$ cat src/design/dtp_params.svh
// Constants for the dual timer with pulse and PWM modes: field codes,
// reset values and compare limits.
// Assumes inclusion by bare name from the design files only.
`ifndef DTP_PARAMS_SVH
`define DTP_PARAMS_SVH

`define DTP_CNT_W            8
`define DTP_MODE_INTERVAL    2'h0
`define DTP_MODE_CASCADE     2'h1
`define DTP_MODE_PPG         2'h2
`define DTP_MODE_PWM         2'h3

`define DTP_PWM_SEL_6        2'h1
`define DTP_PWM_SEL_7        2'h2
`define DTP_PWM_SEL_8        2'h3
`define DTP_PWM_OVF_6        8'h3F
`define DTP_PWM_OVF_7        8'h7F
`define DTP_PWM_OVF_8        8'hFF

`define DTP_LCLK_EXT         2'h0
`define DTP_LCLK_T1          2'h1
`define DTP_LCLK_T4          2'h2
`define DTP_LCLK_T16         2'h3
`define DTP_UCLK_MATCH       2'h0
`define DTP_UCLK_T1          2'h1
`define DTP_UCLK_T16         2'h2
`define DTP_UCLK_T256        2'h3

`define DTP_FFC_TOGGLE       2'h0
`define DTP_FFC_SET          2'h1
`define DTP_FFC_CLEAR        2'h2
`define DTP_FFC_NONE         2'h3
`define DTP_FFC_READBACK     2'h3

`define DTP_RST_REG          8'h00
`define DTP_RST_FF           1'b0

`endif

$ cat src/design/dtp_pkg.sv
// Types shared by the dual timer design.
// Assumes dtp_params.svh is on the include path.
`include "dtp_params.svh"

package dtp_pkg;

	typedef enum logic [1:0] {
		DTP_INTERVAL,
		DTP_CASCADE,
		DTP_PPG,
		DTP_PWM
	} dtp_mode_t;

	function automatic dtp_mode_t dtp_decode_mode(input logic [1:0] field);
		dtp_mode_t m;
		m = DTP_INTERVAL;
		case (field)
			`DTP_MODE_INTERVAL: m = DTP_INTERVAL;
			`DTP_MODE_CASCADE:  m = DTP_CASCADE;
			`DTP_MODE_PPG:      m = DTP_PPG;
			`DTP_MODE_PWM:      m = DTP_PWM;
			default:            m = DTP_INTERVAL;
		endcase
		return m;
	endfunction : dtp_decode_mode

endpackage : dtp_pkg

$ cat src/design/dtp_counter.sv
// One up-counter of the timer pair: clears while stopped, steps on tick,
// returns to zero when wrap is asserted with the tick.
// Assumes tick and wrap are single-cycle enables on clk_sys.
`timescale 1ns/1ps

module dtp_counter #(
	parameter int W = 8
) (
	input  wire logic         clk_sys,
	input  wire logic         rst_n,
	input  wire logic         run,
	input  wire logic         tick,
	input  wire logic         wrap,
	output logic      [W-1:0] count
);

	always_ff @(posedge clk_sys or negedge rst_n) begin
		if (!rst_n) begin
			count <= '0;
		end else if (!run) begin
			count <= '0;
		end else if (tick) begin
			if (wrap) begin
				count <= '0;
			end else begin
				count <= count + 1'b1;
			end
		end
	end

endmodule : dtp_counter

$ cat src/design/dtp_top.sv
// Timer pair with programmable pulse and PWM output on one flip-flop.
// Assumes prescaler taps are one-cycle enables on clk_sys and that the
// external lower-timer clock is an asynchronous pin.
`timescale 1ns/1ps
`include "dtp_params.svh"

// Contract
// - Pulse mode toggles on duty and period matches
// - Preloaded flip-flop state sets pulse polarity
// - Pulse mode uses lower timer, upper pin
// - Buffered duty loads on period match
// - PWM: upper is interval timer, no pin
// - PWM toggles on duty match and overflow
// - PWM exponent selectable as 6, 7, 8
// - PWM counter returns to zero on overflow
// - Buffered duty loads on PWM overflow
// - Mode field 10 pulse, 11 PWM
// - Period field 10 selects 127 counts
// - Control 10 clears, 01 sets flip-flop
// - Clearing run bit stops, clears counter
// - Control 00 toggles, 11 none, reads 11
module dtp_top
	import dtp_pkg::*;
#(
	parameter int CNT_W = `DTP_CNT_W
) (
	input  wire logic             clk_sys,
	input  wire logic             rst_n,
	input  wire logic [1:0]       mode_field,
	input  wire logic [1:0]       pwm_period_sel,
	input  wire logic [1:0]       lower_clk_sel,
	input  wire logic [1:0]       upper_clk_sel,
	input  wire logic             lower_run,
	input  wire logic             upper_timer_run_bit,
	input  wire logic             prescaler_run,
	input  wire logic             tap_t1,
	input  wire logic             tap_t4,
	input  wire logic             tap_t16,
	input  wire logic             tap_t256,
	input  wire logic             ext_clk_pin,
	input  wire logic             dbuf_en,
	input  wire logic             duty_wr,
	input  wire logic [CNT_W-1:0] duty_wdata,
	input  wire logic             period_wr,
	input  wire logic [CNT_W-1:0] period_wdata,
	input  wire logic             ffc_wr,
	input  wire logic [1:0]       ffc_field,
	input  wire logic             ff_toggle_en,
	input  wire logic             ff_toggle_src,
	input  wire logic             port7_direction_control,
	input  wire logic             port7_function_control,
	output logic      [1:0]       ffc_readback,
	output logic      [CNT_W-1:0] lower_up_counter,
	output logic      [CNT_W-1:0] upper_up_counter,
	output logic      [CNT_W-1:0] duty_register,
	output logic      [CNT_W-1:0] period_register,
	output logic      [CNT_W-1:0] duty_buffer,
	output logic                  lower_match,
	output logic                  upper_match,
	output logic                  output_flip_flop,
	output logic                  timer_output_pin,
	output logic                  timer_output_oe
);

	dtp_mode_t        mode;
	logic [CNT_W-1:0] lower_inc;
	logic [CNT_W-1:0] upper_inc;
	logic [CNT_W-1:0] pwm_ovf;
	logic             ext_sync1_r;
	logic             ext_sync2_r;
	logic             ext_prev_r;
	logic [1:0]       ext_arm_r;
	logic             ext_tick;
	logic             lower_tick;
	logic             upper_tick;
	logic             duty_hit;
	logic             period_hit;
	logic             ovf_hit;
	logic             lower_wrap;
	logic             upper_wrap;
	logic             upper_run_eff;
	logic             buf_load;
	logic             dbuf_active;
	logic             hw_toggle;
	logic             sw_toggle;
	logic             lower_match_nxt;
	logic             upper_match_nxt;

	assign mode = dtp_decode_mode(mode_field);

	// Pin clock is asynchronous; two stages before the edge detector
	always_ff @(posedge clk_sys or negedge rst_n) begin
		if (!rst_n) begin
			ext_sync1_r <= 1'b0;
			ext_sync2_r <= 1'b0;
			ext_prev_r  <= 1'b0;
		end else begin
			ext_sync1_r <= ext_clk_pin;
			ext_sync2_r <= ext_sync1_r;
			ext_prev_r  <= ext_sync2_r;
		end
	end

	// A pin idling high looks like an edge while the stages fill after reset;
	// edges count only once the synchroniser has settled
	always_ff @(posedge clk_sys or negedge rst_n) begin
		if (!rst_n) begin
			ext_arm_r <= 2'h0;
		end else if (ext_arm_r != 2'h3) begin
			ext_arm_r <= ext_arm_r + 2'h1;
		end
	end

	assign ext_tick = ext_sync2_r & ~ext_prev_r & (ext_arm_r == 2'h3);

	// Lower timer clock; the fastest tap is code 01
	always_comb begin
		lower_tick = 1'b0;
		case (lower_clk_sel)
			`DTP_LCLK_EXT: lower_tick = ext_tick;
			`DTP_LCLK_T1:  lower_tick = tap_t1 & prescaler_run;
			`DTP_LCLK_T4:  lower_tick = tap_t4 & prescaler_run;
			`DTP_LCLK_T16: lower_tick = tap_t16 & prescaler_run;
			default:       lower_tick = 1'b0;
		endcase
	end

	// PWM period exponent; code 00 falls back to the full 8-bit period
	always_comb begin
		pwm_ovf = `DTP_PWM_OVF_8;
		case (pwm_period_sel)
			`DTP_PWM_SEL_6: pwm_ovf = `DTP_PWM_OVF_6;
			`DTP_PWM_SEL_7: pwm_ovf = `DTP_PWM_OVF_7;
			`DTP_PWM_SEL_8: pwm_ovf = `DTP_PWM_OVF_8;
			default:        pwm_ovf = `DTP_PWM_OVF_8;
		endcase
	end

	// Compares look at the value the counter is about to reach
	assign lower_inc  = lower_up_counter + 1'b1;
	assign upper_inc  = upper_up_counter + 1'b1;
	assign duty_hit   = lower_run & lower_tick & (lower_inc == duty_register);
	assign period_hit = lower_run & lower_tick & (lower_inc == period_register);
	assign ovf_hit    = lower_run & lower_tick & (lower_inc == pwm_ovf);

	// Wrap choice per mode: period in pulse mode, 2^n-1 in PWM
	always_comb begin
		lower_wrap = 1'b0;
		case (mode)
			DTP_PPG:      lower_wrap = (lower_inc == period_register);
			DTP_PWM:      lower_wrap = (lower_inc == pwm_ovf);
			DTP_INTERVAL: lower_wrap = (lower_inc == duty_register);
			DTP_CASCADE:  lower_wrap = (lower_inc == duty_register);
			default:      lower_wrap = 1'b0;
		endcase
	end

	// Lower match feeds the upper clock in every mode except PWM
	always_comb begin
		upper_tick = 1'b0;
		case (upper_clk_sel)
			`DTP_UCLK_MATCH: upper_tick = (mode != DTP_PWM) & lower_match_nxt;
			`DTP_UCLK_T1:    upper_tick = tap_t1 & prescaler_run;
			`DTP_UCLK_T16:   upper_tick = tap_t16 & prescaler_run;
			`DTP_UCLK_T256:  upper_tick = tap_t256 & prescaler_run;
			default:         upper_tick = 1'b0;
		endcase
	end

	// In pulse mode the upper counter stays cleared, the lower does the work
	assign upper_run_eff = upper_timer_run_bit & (mode != DTP_PPG);
	assign upper_wrap    = (upper_inc == period_register);

	assign lower_match_nxt = (mode == DTP_PWM) ? ovf_hit :
		(mode == DTP_PPG) ? period_hit : duty_hit;
	assign upper_match_nxt = upper_run_eff & upper_tick & upper_wrap;

	dtp_counter #(
		.W(CNT_W)
	) u_lower (
		.clk_sys(clk_sys),
		.rst_n  (rst_n),
		.run    (lower_run),
		.tick   (lower_tick),
		.wrap   (lower_wrap),
		.count  (lower_up_counter)
	);

	dtp_counter #(
		.W(CNT_W)
	) u_upper (
		.clk_sys(clk_sys),
		.rst_n  (rst_n),
		.run    (upper_run_eff),
		.tick   (upper_tick),
		.wrap   (upper_wrap),
		.count  (upper_up_counter)
	);

	always_ff @(posedge clk_sys or negedge rst_n) begin
		if (!rst_n) begin
			lower_match <= 1'b0;
		end else begin
			lower_match <= lower_match_nxt;
		end
	end

	always_ff @(posedge clk_sys or negedge rst_n) begin
		if (!rst_n) begin
			upper_match <= 1'b0;
		end else begin
			upper_match <= upper_match_nxt;
		end
	end

	// Buffer transfer point: period match or PWM overflow
	always_comb begin
		buf_load = 1'b0;
		case (mode)
			DTP_PPG: buf_load = dbuf_en & period_hit;
			DTP_PWM: buf_load = dbuf_en & ovf_hit;
			default: buf_load = 1'b0;
		endcase
	end

	// Buffering only applies in the two compare modes
	assign dbuf_active = dbuf_en & ((mode == DTP_PPG) | (mode == DTP_PWM));

	// Buffered writes only land in the buffer; a same-cycle load takes the old buffer
	always_ff @(posedge clk_sys or negedge rst_n) begin
		if (!rst_n) begin
			duty_buffer <= `DTP_RST_REG;
		end else if (duty_wr) begin
			duty_buffer <= duty_wdata;
		end
	end

	always_ff @(posedge clk_sys or negedge rst_n) begin
		if (!rst_n) begin
			duty_register <= `DTP_RST_REG;
		end else if (buf_load) begin
			duty_register <= duty_buffer;
		end else if (duty_wr && !dbuf_active) begin
			duty_register <= duty_wdata;
		end
	end

	always_ff @(posedge clk_sys or negedge rst_n) begin
		if (!rst_n) begin
			period_register <= `DTP_RST_REG;
		end else if (period_wr) begin
			period_register <= period_wdata;
		end
	end

	// Hardware toggle sources; duty below period keeps the two hits apart
	always_comb begin
		hw_toggle = 1'b0;
		case (mode)
			DTP_PPG: hw_toggle = duty_hit ^ period_hit;
			DTP_PWM: hw_toggle = duty_hit ^ ovf_hit;
			default: hw_toggle = ff_toggle_src ? upper_match_nxt : duty_hit;
		endcase
		hw_toggle = hw_toggle & ff_toggle_en;
	end

	assign sw_toggle = ffc_wr & (ffc_field == `DTP_FFC_TOGGLE);

	// Software set or clear beats a hardware toggle in the same cycle
	always_ff @(posedge clk_sys or negedge rst_n) begin
		if (!rst_n) begin
			output_flip_flop <= `DTP_RST_FF;
		end else if (ffc_wr && ffc_field == `DTP_FFC_SET) begin
			output_flip_flop <= 1'b1;
		end else if (ffc_wr && ffc_field == `DTP_FFC_CLEAR) begin
			output_flip_flop <= 1'b0;
		end else if (hw_toggle ^ sw_toggle) begin
			output_flip_flop <= ~output_flip_flop;
		end
	end

	assign ffc_readback = `DTP_FFC_READBACK;

	// Pin follows the shared flip-flop; the upper timer has no pin of its own
	always_ff @(posedge clk_sys or negedge rst_n) begin
		if (!rst_n) begin
			timer_output_pin <= `DTP_RST_FF;
		end else begin
			timer_output_pin <= output_flip_flop;
		end
	end

	// Enable is registered like the pin so both change on the same edge
	always_ff @(posedge clk_sys or negedge rst_n) begin
		if (!rst_n) begin
			timer_output_oe <= 1'b0;
		end else begin
			timer_output_oe <= port7_direction_control & port7_function_control;
		end
	end

endmodule : dtp_top

$ cat config.mk
export PLATFORM = sky130hd
export DESIGN_NAME = dtp_top
export DESIGN_NICKNAME = d
export VERILOG_FILES = /design/src/design/dtp_pkg.sv /design/src/design/dtp_counter.sv /design/src/design/dtp_top.sv
export VERILOG_INCLUDE_DIRS = /design/src /design/src/design
export SDC_FILE = /design/constraint.sdc
export NUM_CORES = 1
export LEC_CHECK = 0
export ABC_AREA = 1
export BUFFER_PORTS_ARGS = -buffer_cell sky130_fd_sc_hd__buf_2
export CORE_ASPECT_RATIO = 0.75
export CORE_MARGIN = 2
export CORE_UTILIZATION = 55
export DETAILED_ROUTE_END_ITERATION = 16
export PLACE_DENSITY = 0.84
export SLEW_MARGIN = 20
export SYNTH_ARGS = -nofsm -noshare
export SYNTH_HDL_FRONTEND = slang
export SYNTH_SLANG_ARGS = --single-unit
$ cat constraint.sdc
create_clock -name clk_sys -period 5.9 [get_ports clk_sys]
set_clock_uncertainty 0.1 [all_clocks]
set_input_delay 0.885 -clock clk_sys [delete_from_list [all_inputs] [get_ports clk_sys]]
set_output_delay 0.885 -clock clk_sys [all_outputs]
set_load 0.01 [all_outputs]
==> impl_metrics.py, run 1 <==
metrics = {
    "run_status": {
        "status": "finished clean",
    },
    "die": {
        "die_w_um": 88.1,
        "start_util_pct": 58.2,
        "die_h_um": 67.1,
        "core_area_mm2": 0.00501,
        "ios": 91,
        "placementRows": 22,
        "die_area_mm2": 0.00591,
    },
    "drt": {
        "drtIter0Drc": 185,
        "wl_per_cell_um": 13.2,
        "drc": 0,
        "wl_met3_um": 496,
        "routed.top_layer": "met4",
        "wl_mm": 7.26,
        "postRouteAntennaNets": 0,
        "wl_met1_mm": 3.40,
        "wl_met2_mm": 3.28,
        "via_per_inst": 5.28,
        "drt-pass1-iter-count": 5,
        "vias": 2904,
    },
    "timing": {
        "rsz0062_at_grt": "no",
        "fmax_ghz": 0.335,
        "tightest_slew_ps": 744,
        "slew_headroom_pct": 50.2,
        "setup_tns_ps": 0,
        "whs_ps": 259,
        "hold_violations": 0,
        "setup_viol": 0,
        "period_share_pct": 50.7,
        "period_needed_ps": 2990,
        "slew_violations": 0,
    },
    "min_path": {
        "worstHoldStart": "ext_sync1_r",
        "whs_path_depth": 0,
        "min_delay_worst_endpoint": "ext_sync2_r",
        "min_path_type": "flop to flop",
    },
    "clock_tree": {
        "cts_made_buffers": 5,
        "insertion_delay_ps": 300,
        "cts_sinks": 50,
        "ctsResizeCount": 0,
        "max-clock-path-buffers": 2,
        "cts_tree": "yes",
        "cts_hold_buf": 0,
        "h-tree-depth": 2,
        "cts_root_buf": "clkbuf_8",
        "post_cts_buffers": 0,
        "clk_pin_slew_ps": 90,
    },
    "pwr": {
        "power.leakage_nw": 1.87,
        "power_density_mw_per_mm2": 215,
        "vdd_drop_max_mv": 0.147,
        "total_power_w": 0.000756,
    },
    "logic_synthesis": {
        "synth_area_leaders": "dfrtp_1 43%, nand2_1 14%, nand3_1 8.2%",
        "ys_seq_area_share_pct": 42.9,
        "synth_warnings": 0,
        "synth_top_area_cell": "dfrtp_1",
        "syn_avg_cell_area_um2": 7.52,
        "syn_inst": 388,
        "synth_top_area_share_pct": 42.9,
        "synth_cell_types": 29,
        "synth-seq-cells": 50,
        "netlist_area_mm2": 0.00292,
    },
    "setup_path": {
        "worstPathRequired_ps": 6020,
        "critPathKind": "flop to flop",
        "rr_worst_depth": 13,
        "cp.arrival_ps": 3110,
        "timing.rr.start": "ext_arm_r[0]",
        "critPathCaptureType": "flop",
        "reg2reg_slack_ps": 2910,
        "regToRegEndpoint": "u_upper.count[2]",
        "cp_max_fo": 11,
        "cp-start-kind": "flop",
    },
    "grt": {
        "track_usage_pct": 26.5,
        "grt_max_degree": 51,
        "grt_first_pass_wirelength_mm": 11.9,
        "overflow": 0,
        "grt_pass1_vias": 2596,
        "grt_antenna_before_repair": 0,
    },
    "place": {
        "hpwl_mm": 5.80,
        "dpl_cell_area_mm2": 0.00342,
        "dp_cells": 542,
        "gp_routability_congestion": 0.907,
        "io_buffers": 88,
    },
    "layout": {
        "n_antenna_cell": 0,
        "final_nets": 526,
        "final_layout_size_suffix_gt1_share_pct": 22.0,
        "layout.cells.non_filler": 550,
        "fin_area_mm2": 0.00351,
        "area_growth_pct": 20.3,
    },
    "flow_run": {
        "max-cap-violations": 0,
    },
}
-- sequential cells by signal, summed over array words and instances, names as in the netlist --
| signal | flops |
|---|---|
| ext_arm_r | 2 |
| timer_output_oe | 1 |
| u_upper.count | 8 |
| lower_match | 1 |
| ext_sync2_r | 1 |
| period_register | 8 |
| duty_register | 8 |
| output_flip_flop | 1 |
| ext_prev_r | 1 |
| duty_buffer | 8 |
| ext_sync1_r | 1 |
| u_lower.count | 8 |
| timer_output_pin | 1 |
| upper_match | 1 |
-- metal layers --
metal / GRT usage, % / vias to the layer above
li1: - / 1452
met2: 42.3 / 114
met4: 6.44 / 0
met1: 37.3 / 1332
met5: 0 / -
met3: 4.96 / 6
-- stage by stage --
stage	utilization [%]	worst slack [ps]
3_3_place_gp	68.2	2900
5_1_grt	70.1	2610
2_1_floorplan	-	3430
4_1_cts	70.0	2940
6_report	70.1	2910
3_5_place_dp	68.2	2690
-- area by class of cell --
class	instances	area (µm²)
Clock buffer	7	86.3
Inverter	60	225
Tap cell	72	90.1
Timing Repair Buffer	88	443
Clock inverter	1	5.00
Fill cell	463	1500
Multi-Input combinational cell	272	1410
Sequential cell	50	1250
-- power breakdown --
group	total [W]	internal (W)	switching, W
Combinational	0.000158	0.0000629	0.0000949
Clock	0.000205	0.0000948	0.000110
Sequential	0.000393	0.000368	0.0000247
-- cells in the mapped netlist --
cell and n:
nand2_1 105, inv_1 60, dfrtp_1 50, nand3_1 48, nor2_1 26, o21ai_0 18, xor2_1 13, o22ai_1 12
nand4_1 10, o211ai_1 7, mux2_2 6, ha_1 5, clkbuf_1 3, nand3b_1 3, a21oi_1 2, buf_2 2
buf_4 2, nor3_1 2, nor4_1 2, o221ai_1 2, xnor2_1 2, a21oi_2 1, a22o_1 1, and3_1 1
conb_1 1, nand2_2 1, nor2_4 1, o21ai_1 1, o21ai_2 1
-- logic make-up after synthesis --
group,count (synthesis),synth area share [%]
buffers and inverters,67,8.96
XOR/XNOR,15,4.50
AO/OA/AOI/OAI,45,9.48
multiplexers,6,2.32
flip-flops,50,42.9
other,1,0.129
adder cells (fa/ha/maj),5,2.14
AND/OR/NAND/NOR,199,29.6
-- worst max-delay path, stage by stage, from the launching register on --
cell	delay (ps)
dfrtp_1	390
ha_1	230
inv_1	80
nor2_1	110
nand3b_1	80
nand3_1	70
nand2_1	80
nor2_1	580
nand3_1	280
nand2_1	140
nand4_1	120
nand2_2	100
nand3_1	260
o21ai_0	270
-- worst max-delay path by stage --
stage | from | depth (start not counted) | end | slack (ps)
after floorplan | u_lower.count[0] | 19 | output_flip_flop | 3430
final | ext_arm_r[0] | 13 | u_upper.count[2] | 2910
after global routing | ext_arm_r[0] | 13 | u_upper.count[0] | 2610
after global placement | lower_clk_sel[0] | 10 | duty_register[6] | 2900
after detailed placement | lower_clk_sel[0] | 11 | u_upper.count[2] | 2690
after CTS | ext_arm_r[0] | 13 | u_upper.count[2] | 2940
-- placed cells by master (no fill, tap or decap) --
| cell type | count |
|---|---|
| a21oi_2 | 1 |
| xnor2_1 | 2 |
| o22ai_1 | 12 |
| o21ai_2 | 1 |
| conb_1 | 2 |
| xor2_1 | 13 |
| a22o_1 | 1 |
| nand2_2 | 1 |
| a21oi_1 | 2 |
| o21ai_0 | 18 |
| buf_4 | 1 |
| nor3_1 | 2 |
| nor2_4 | 1 |
| o211ai_1 | 7 |
| nand3b_1 | 3 |
| nand2_1 | 105 |
| clkbuf_1 | 1 |
| inv_1 | 60 |
| o21ai_1 | 1 |
| and3_1 | 1 |
| nand4_1 | 10 |
| dfrtp_1 | 50 |
| nand3_1 | 48 |
| nor4_1 | 2 |
| nor2_1 | 26 |
| clkbuf_8 | 6 |
| buf_2 | 87 |
| ha_1 | 5 |
| clkinv_2 | 1 |
| o221ai_1 | 2 |
| mux2_2 | 6 |
Note: power is estimated with default switching activity, not from simulation.
==> inputs of run 2 (changes only) <==
CORE_UTILIZATION = 51   (was 55)
PLACE_DENSITY = 0.79   (was 0.84)
clock period = 3 ns   (was 5.9 ns; I/O delays follow)
==> impl_metrics.py, run 2 (same netlist as run 1, synthesis figures left out) <==
metrics = {
    "clock_tree": {
        "cts_root_buf": "clkbuf_8",
        "insertion_delay_ps": 310,
        "cts_made_buffers": 5,
        "cts_sinks": 50,
        "max-clock-path-buffers": 2,
        "cts_tree": "yes",
        "cts_hold_buf": 0,
        "clk_pin_slew_ps": 90,
        "h-tree-depth": 2,
    },
    "timing": {
        "period_share_pct": 87.8,
        "hold_violations": 0,
        "slew_headroom_pct": 56.8,
        "slew_violations": 0,
        "setup_viol": 0,
        "tightest_slew_ps": 648,
        "fmax_ghz": 0.380,
        "period_needed_ps": 2630,
        "whs_ps": 145,
    },
    "grt": {
        "grt_antenna_before_repair": 0,
        "use_met3_pct": 5.87,
        "busiest_layer": "met2",
        "grt_pass1_vias": 2704,
        "use_met1_pct": 35.6,
        "overflow": 0,
        "grt_max_degree": 51,
        "grt_use_met2_pct": 37.0,
        "grt_first_pass_wirelength_mm": 12.7,
        "track_usage_pct": 24.9,
    },
    "drt": {
        "drc": 0,
        "vias": 2962,
        "postRouteAntennaNets": 0,
        "via_per_inst": 5.30,
        "drtIter0Drc": 160,
        "wl_per_cell_um": 13.5,
        "drt-pass1-iter-count": 5,
        "wl_mm": 7.56,
    },
    "layout": {
        "n_antenna_cell": 0,
        "layout.cells.most_common_list": "105 x nand2_1, 88 x buf_2, 60 x inv_1",
        "area_growth_pct": 22.9,
        "final_layout_size_suffix_gt1_share_pct": 23.6,
        "layout.cells.non_filler": 559,
        "fillers": 476,
        "fin_area_mm2": 0.00359,
        "final_common_cell": "nand2_1",
        "final_nets": 533,
    },
    "flow_run": {
        "max-cap-violations": 0,
    },
    "setup_path": {
        "worstPathRequired_ps": 3130,
        "critPathLaunch": "u_lower.count[0]",
        "critPathCaptureType": "flop",
        "cpMaxStageDelayCell": "dfrtp_2",
        "reg2reg_slack_ps": 370,
        "cp-start-kind": "flop",
        "regToRegEndpoint": "duty_register[4]",
        "slowest_delay_ps": 470,
        "endpoint": "duty_register[4]",
        "critPathKind": "flop to flop",
        "critical_path.most_common_cell": "nand2_1",
        "rr_worst_depth": 11,
        "cp_max_fo": 8,
        "crit_chain": "ha_1 > nand2_1 > nand2_1 > xor2_1 > nor3_1 > nand3_1 > nand2_1 > nand2_1 > nor2_1 > nand2_1 > o211ai_1",
        "timing.rr.start": "u_lower.count[0]",
        "cp.arrival_ps": 2760,
    },
    "die": {
        "placementRows": 23,
        "die_area_mm2": 0.00635,
        "die_h_um": 69.5,
        "die_w_um": 91.3,
        "core_area_mm2": 0.00544,
        "ios": 91,
        "start_util_pct": 53.6,
    },
    "pwr": {
        "power_density_mw_per_mm2": 442,
        "power.leakage_nw": 1.91,
        "vdd_drop_max_mv": 0.229,
    },
    "min_path": {
        "min_path_type": "input port to flop",
    },
    "place": {
        "io_buffers": 88,
        "hpwl_mm": 5.83,
        "dpl_cell_area_mm2": 0.00345,
        "gp_routability_congestion": 0.926,
        "dp_cells": 549,
    },
    "run_status": {
        "status": "finished clean",
    },
}
-- run 2: repair_timing --
| action | CTS | global route |
|---|---|---|
| resized for setup | 0 | 2 |
| setup buffers | 0 | 3 |
| endpoints found under the setup margin | 0 | 9 |
-- run 2: routing by layer --
metal / part of all wire [%] / wire [µm] / vias to the layer above
li1: - / - / 1458
met1: 46 / 3470 / 1360
met2: 43 / 3270 / 128
met3: 8.7 / 655 / 16
met4: 2.2 / 166 / 0
met5: 0 / 0 / -
-- run 2: per-stage QoR --
step | setup TNS, ps | total power, W | util [%] | worst slack, ps
6_report | 0 | 0.00159 | 66.0 | 367
4_1_cts | 0 | 0.00159 | 65.5 | 251
2_1_floorplan | 0 | 0.000956 | - | 527
3_5_place_dp | 0 | 0.00110 | 63.4 | 273
3_3_place_gp | 0 | 0.00110 | 63.4 | 334
5_1_grt | -1.72 | 0.00167 | 66.0 | -1.72
-- run 2: worst min-delay path by stage --
stage                           to   startpoint  cells after the start
global placement       ext_sync2_r  ext_sync1_r                      0
global route           ext_sync1_r  ext_clk_pin                      1
finish                 ext_sync1_r  ext_clk_pin                      1
detailed placement     ext_sync2_r  ext_sync1_r                      0
CTS                    ext_sync1_r  ext_clk_pin                      1
floorplan           duty_buffer[0]        rst_n                      0
-- run 2: power by group --
| group | internal [W] | switching [W] |
|---|---|---|
| Clock | 0.000267 | 0.000223 |
| Combinational | 0.000133 | 0.000192 |
| Sequential | 0.000724 | 0.0000467 |
| Total | 0.00112 | 0.000462 |
-- run 2: final cells by class --
type                            count  area, µm²  area share, %
Tap cell                           75       93.8           2.62
Timing Repair Buffer               95        493           13.7
Clock inverter                      1       30.0          0.837
Sequential cell                    50       1250           34.9
Clock buffer                        6       82.6           2.30
Multi-Input combinational cell    272       1410           39.3
Inverter                           60        225           6.28
-- run 2: worst max-delay path: cells and delay by family, from the launching register on --
kind                     cells  cell delay (ps)
adder cells (fa/ha/maj)      1              260
XOR/XNOR                     1              170
AND/OR/NAND/NOR              8             1440
flip-flops                   1              470
AO/OA/AOI/OAI                1              120
==> inputs of run 3 (changes only) <==
CORE_UTILIZATION = 53   (was 51)
PLACE_DENSITY = 0.8   (was 0.79)
SYNTH_HIERARCHICAL = 1   (was unset)
==> impl_metrics.py, run 3 <==
metrics = {
    "flow_run": {
        "max-cap-violations": 0,
    },
    "timing": {
        "period_share_pct": 88.1,
        "slew_headroom_pct": 61.1,
        "setup_ws_ps": 356,
        "setup_viol": 0,
        "hold_violations": 0,
        "fmax_ghz": 0.378,
        "slew_violations": 0,
        "period_needed_ps": 2640,
        "tightest_slew_ps": 583,
    },
    "drt": {
        "drt-pass1-iter-count": 5,
        "drc": 0,
        "vias": 3301,
        "wl_per_cell_um": 13.1,
        "postRouteAntennaNets": 0,
        "wl_mm": 8.31,
        "via_per_inst": 5.22,
        "drtIter0Drc": 302,
    },
    "clock_tree": {
        "h-tree-depth": 2,
        "cts_root_buf": "clkbuf_8",
        "max-clock-path-buffers": 2,
        "clk_pin_slew_ps": 110,
        "cts_tree": "yes",
        "cts_sinks": 50,
        "insertion_delay_ps": 310,
        "cts_made_buffers": 5,
        "cts_hold_buf": 0,
    },
    "pwr": {
        "p_sw_w": 0.000500,
        "power_density_mw_per_mm2": 383,
        "sw_frac_of_total_pct": 32.9,
        "seqPwrFrac_pct": 50.6,
        "p_int_w": 0.00102,
        "total_power_w": 0.00152,
        "power_frac_clock_pct": 27.6,
        "power.leakage_nw": 2.16,
        "p_comb_share_pct": 21.8,
        "vdd_drop_max_mv": 0.260,
    },
    "logic_synthesis": {
        "synth_cell_types": 40,
        "syn_avg_cell_area_um2": 7.26,
        "netlist_top_cells_count": "138 x nand2_1, 57 x inv_1, 50 x dfrtp_1, 50 x nand3_1, 27 x nor2_1",
        "yosysMostFrequentCell": "nand2_1",
        "syn_inst": 458,
        "async_flop_share_pct": 100,
        "ys_seq_area_share_pct": 37.6,
        "synth-main-ff-cell": "dfrtp_1",
        "synth_area_leaders": "dfrtp_1 38%, nand2_1 16%, nand3_1 7.5%",
        "synth-seq-cells": 50,
        "synth_top_area_share_pct": 37.6,
        "netlist_area_mm2": 0.00333,
        "synth_warnings": 6,
        "synth_top_area_cell": "dfrtp_1",
        "synth_enable_flop_cells": 0,
    },
    "die": {
        "placementRows": 24,
        "die_h_um": 72.6,
        "die_area_mm2": 0.00693,
        "die_w_um": 95.5,
        "start_util_pct": 55.9,
        "ios": 91,
        "core_area_mm2": 0.00595,
    },
    "grt": {
        "overflow": 0,
        "track_usage_pct": 25.1,
        "grt_pass1_vias": 2991,
        "grt_max_degree": 27,
        "grt_first_pass_wirelength_mm": 13.8,
        "grt_antenna_before_repair": 0,
    },
    "layout": {
        "final_nets": 604,
        "final_layout_size_suffix_gt1_share_pct": 26.9,
        "final_common_cell": "nand2_1",
        "n_antenna_cell": 0,
        "area_growth_pct": 19.5,
        "layout.cells.most_common_list": "138 x nand2_1, 88 x buf_2, 57 x inv_1",
        "fin_util_pct": 66.8,
    },
    "setup_path": {
        "cpMaxStageDelayCell": "dfrtp_2",
        "critPathKind": "flop to flop",
        "critPathCaptureType": "flop",
        "worst-path-buf-inv": 2,
        "path_delay_family": "simple AND/OR/NAND/NOR gates",
        "cp_max_fo": 8,
        "slowest_delay_ps": 460,
        "cp-start-kind": "flop",
        "cp.arrival_ps": 2810,
        "crit_chain": "ha_1 > nand3_1 > nor2_2 > nand2_1 > nand2_1 > nand2_1 > nand2_1 > nand2_1 > nor2_2 > nand3_1 > nand2_1 > nand4_1 > nand2_1 > nand2_1 > inv_1 > inv_2 > nor3_4 > nand3_1 > nand2_1",
        "critical_path.most_common_cell": "nand2_1",
        "worstPathRequired_ps": 3160,
    },
    "run_status": {
        "status": "finished clean",
    },
    "min_path": {
        "min_path_type": "input port to asynchronous set/reset pin",
    },
    "place": {
        "place_ws_ps": 232,
        "hpwl_mm": 6.60,
        "io_buffers": 88,
        "gp_routability_congestion": 0.939,
    },
}
run 3: worst paths after layout:
check / cells past startpoint / slack, ps / end / start
worst min-delay path: 1 / 20 / timer_output_oe / rst_n
worst max register to register: 19 / 360 / u_upper/count[5] / u_lower/count[0]
max in group asynchronous: 2 / 2020 / period_register[1] / rst_n
min in group clk_sys: 1 / 150 / ext_sync1_r / ext_clk_pin
worst min register to register: 0 / 270 / ext_sync2_r / ext_sync1_r
worst max-delay path: 19 / 360 / u_upper/count[5] / u_lower/count[0]
run 3: what timing repair did:
action / in CTS / in global routing
endpoints found under the setup margin: 0 / 8
setup buffers: 0 / 3
gates resized for setup: 0 / 2
run 3: logic make-up (layout without fill, tap and decap cells):
kind of cell,count (synthesis),count (layout),share of synthesized area [%]
other,1,2,0.113
AOI/OAI and AO/OA,46,46,8.54
adders and majority gates,7,7,2.63
DFF,50,50,37.6
xor gates and xnor gates,15,15,3.95
and+or+nand+nor,264,264,37.9
muxes,2,2,0.677
buffers and inverters,73,168,8.58
run 3: power groups by stage:
stage / clock network (W) / logic, W / registers, W
after floorplan: 0 / 0.000169 / 0.000797
after global placement: 0 / 0.000322 / 0.000781
after detailed placement: 0 / 0.000328 / 0.000783
after CTS: 0.000420 / 0.000329 / 0.000770
after global routing: 0.000449 / 0.000376 / 0.000778
final: 0.000419 / 0.000332 / 0.000770
run 3: layout make-up:
type,instances,area (µm²)
repair buffers,94,485
clock buffers,5,68.8
inverters,66,250
flip-flops and latches,50,1250
clock inverters,3,23.8
well taps,78,97.6
fillers,513,1970
multi-input cells,336,1790
run 3: metal layers:
layer / vias up / track usage [%] / share of wire [%]
met1: 1490 / 37.8 / 48
met3: 16 / 4.44 / 6.7
met5: - / 0 / 0
met4: 0 / 6.51 / 1.4
li1: 1668 / - / -
met2: 127 / 37.7 / 44
run 3: stage by stage:
stage / hold slack (ps) / cells / area, µm² / TNS [ps]
2_1_floorplan: 54.4 / 459 / 3330 / 0
3_3_place_gp: 236 / 621 / 3850 / 0
3_5_place_dp: 258 / 621 / 3850 / 0
4_1_cts: 44.2 / 629 / 3950 / 0
5_1_grt: 59.6 / 632 / 3970 / -11.3
6_report: 18.2 / 632 / 3970 / 0
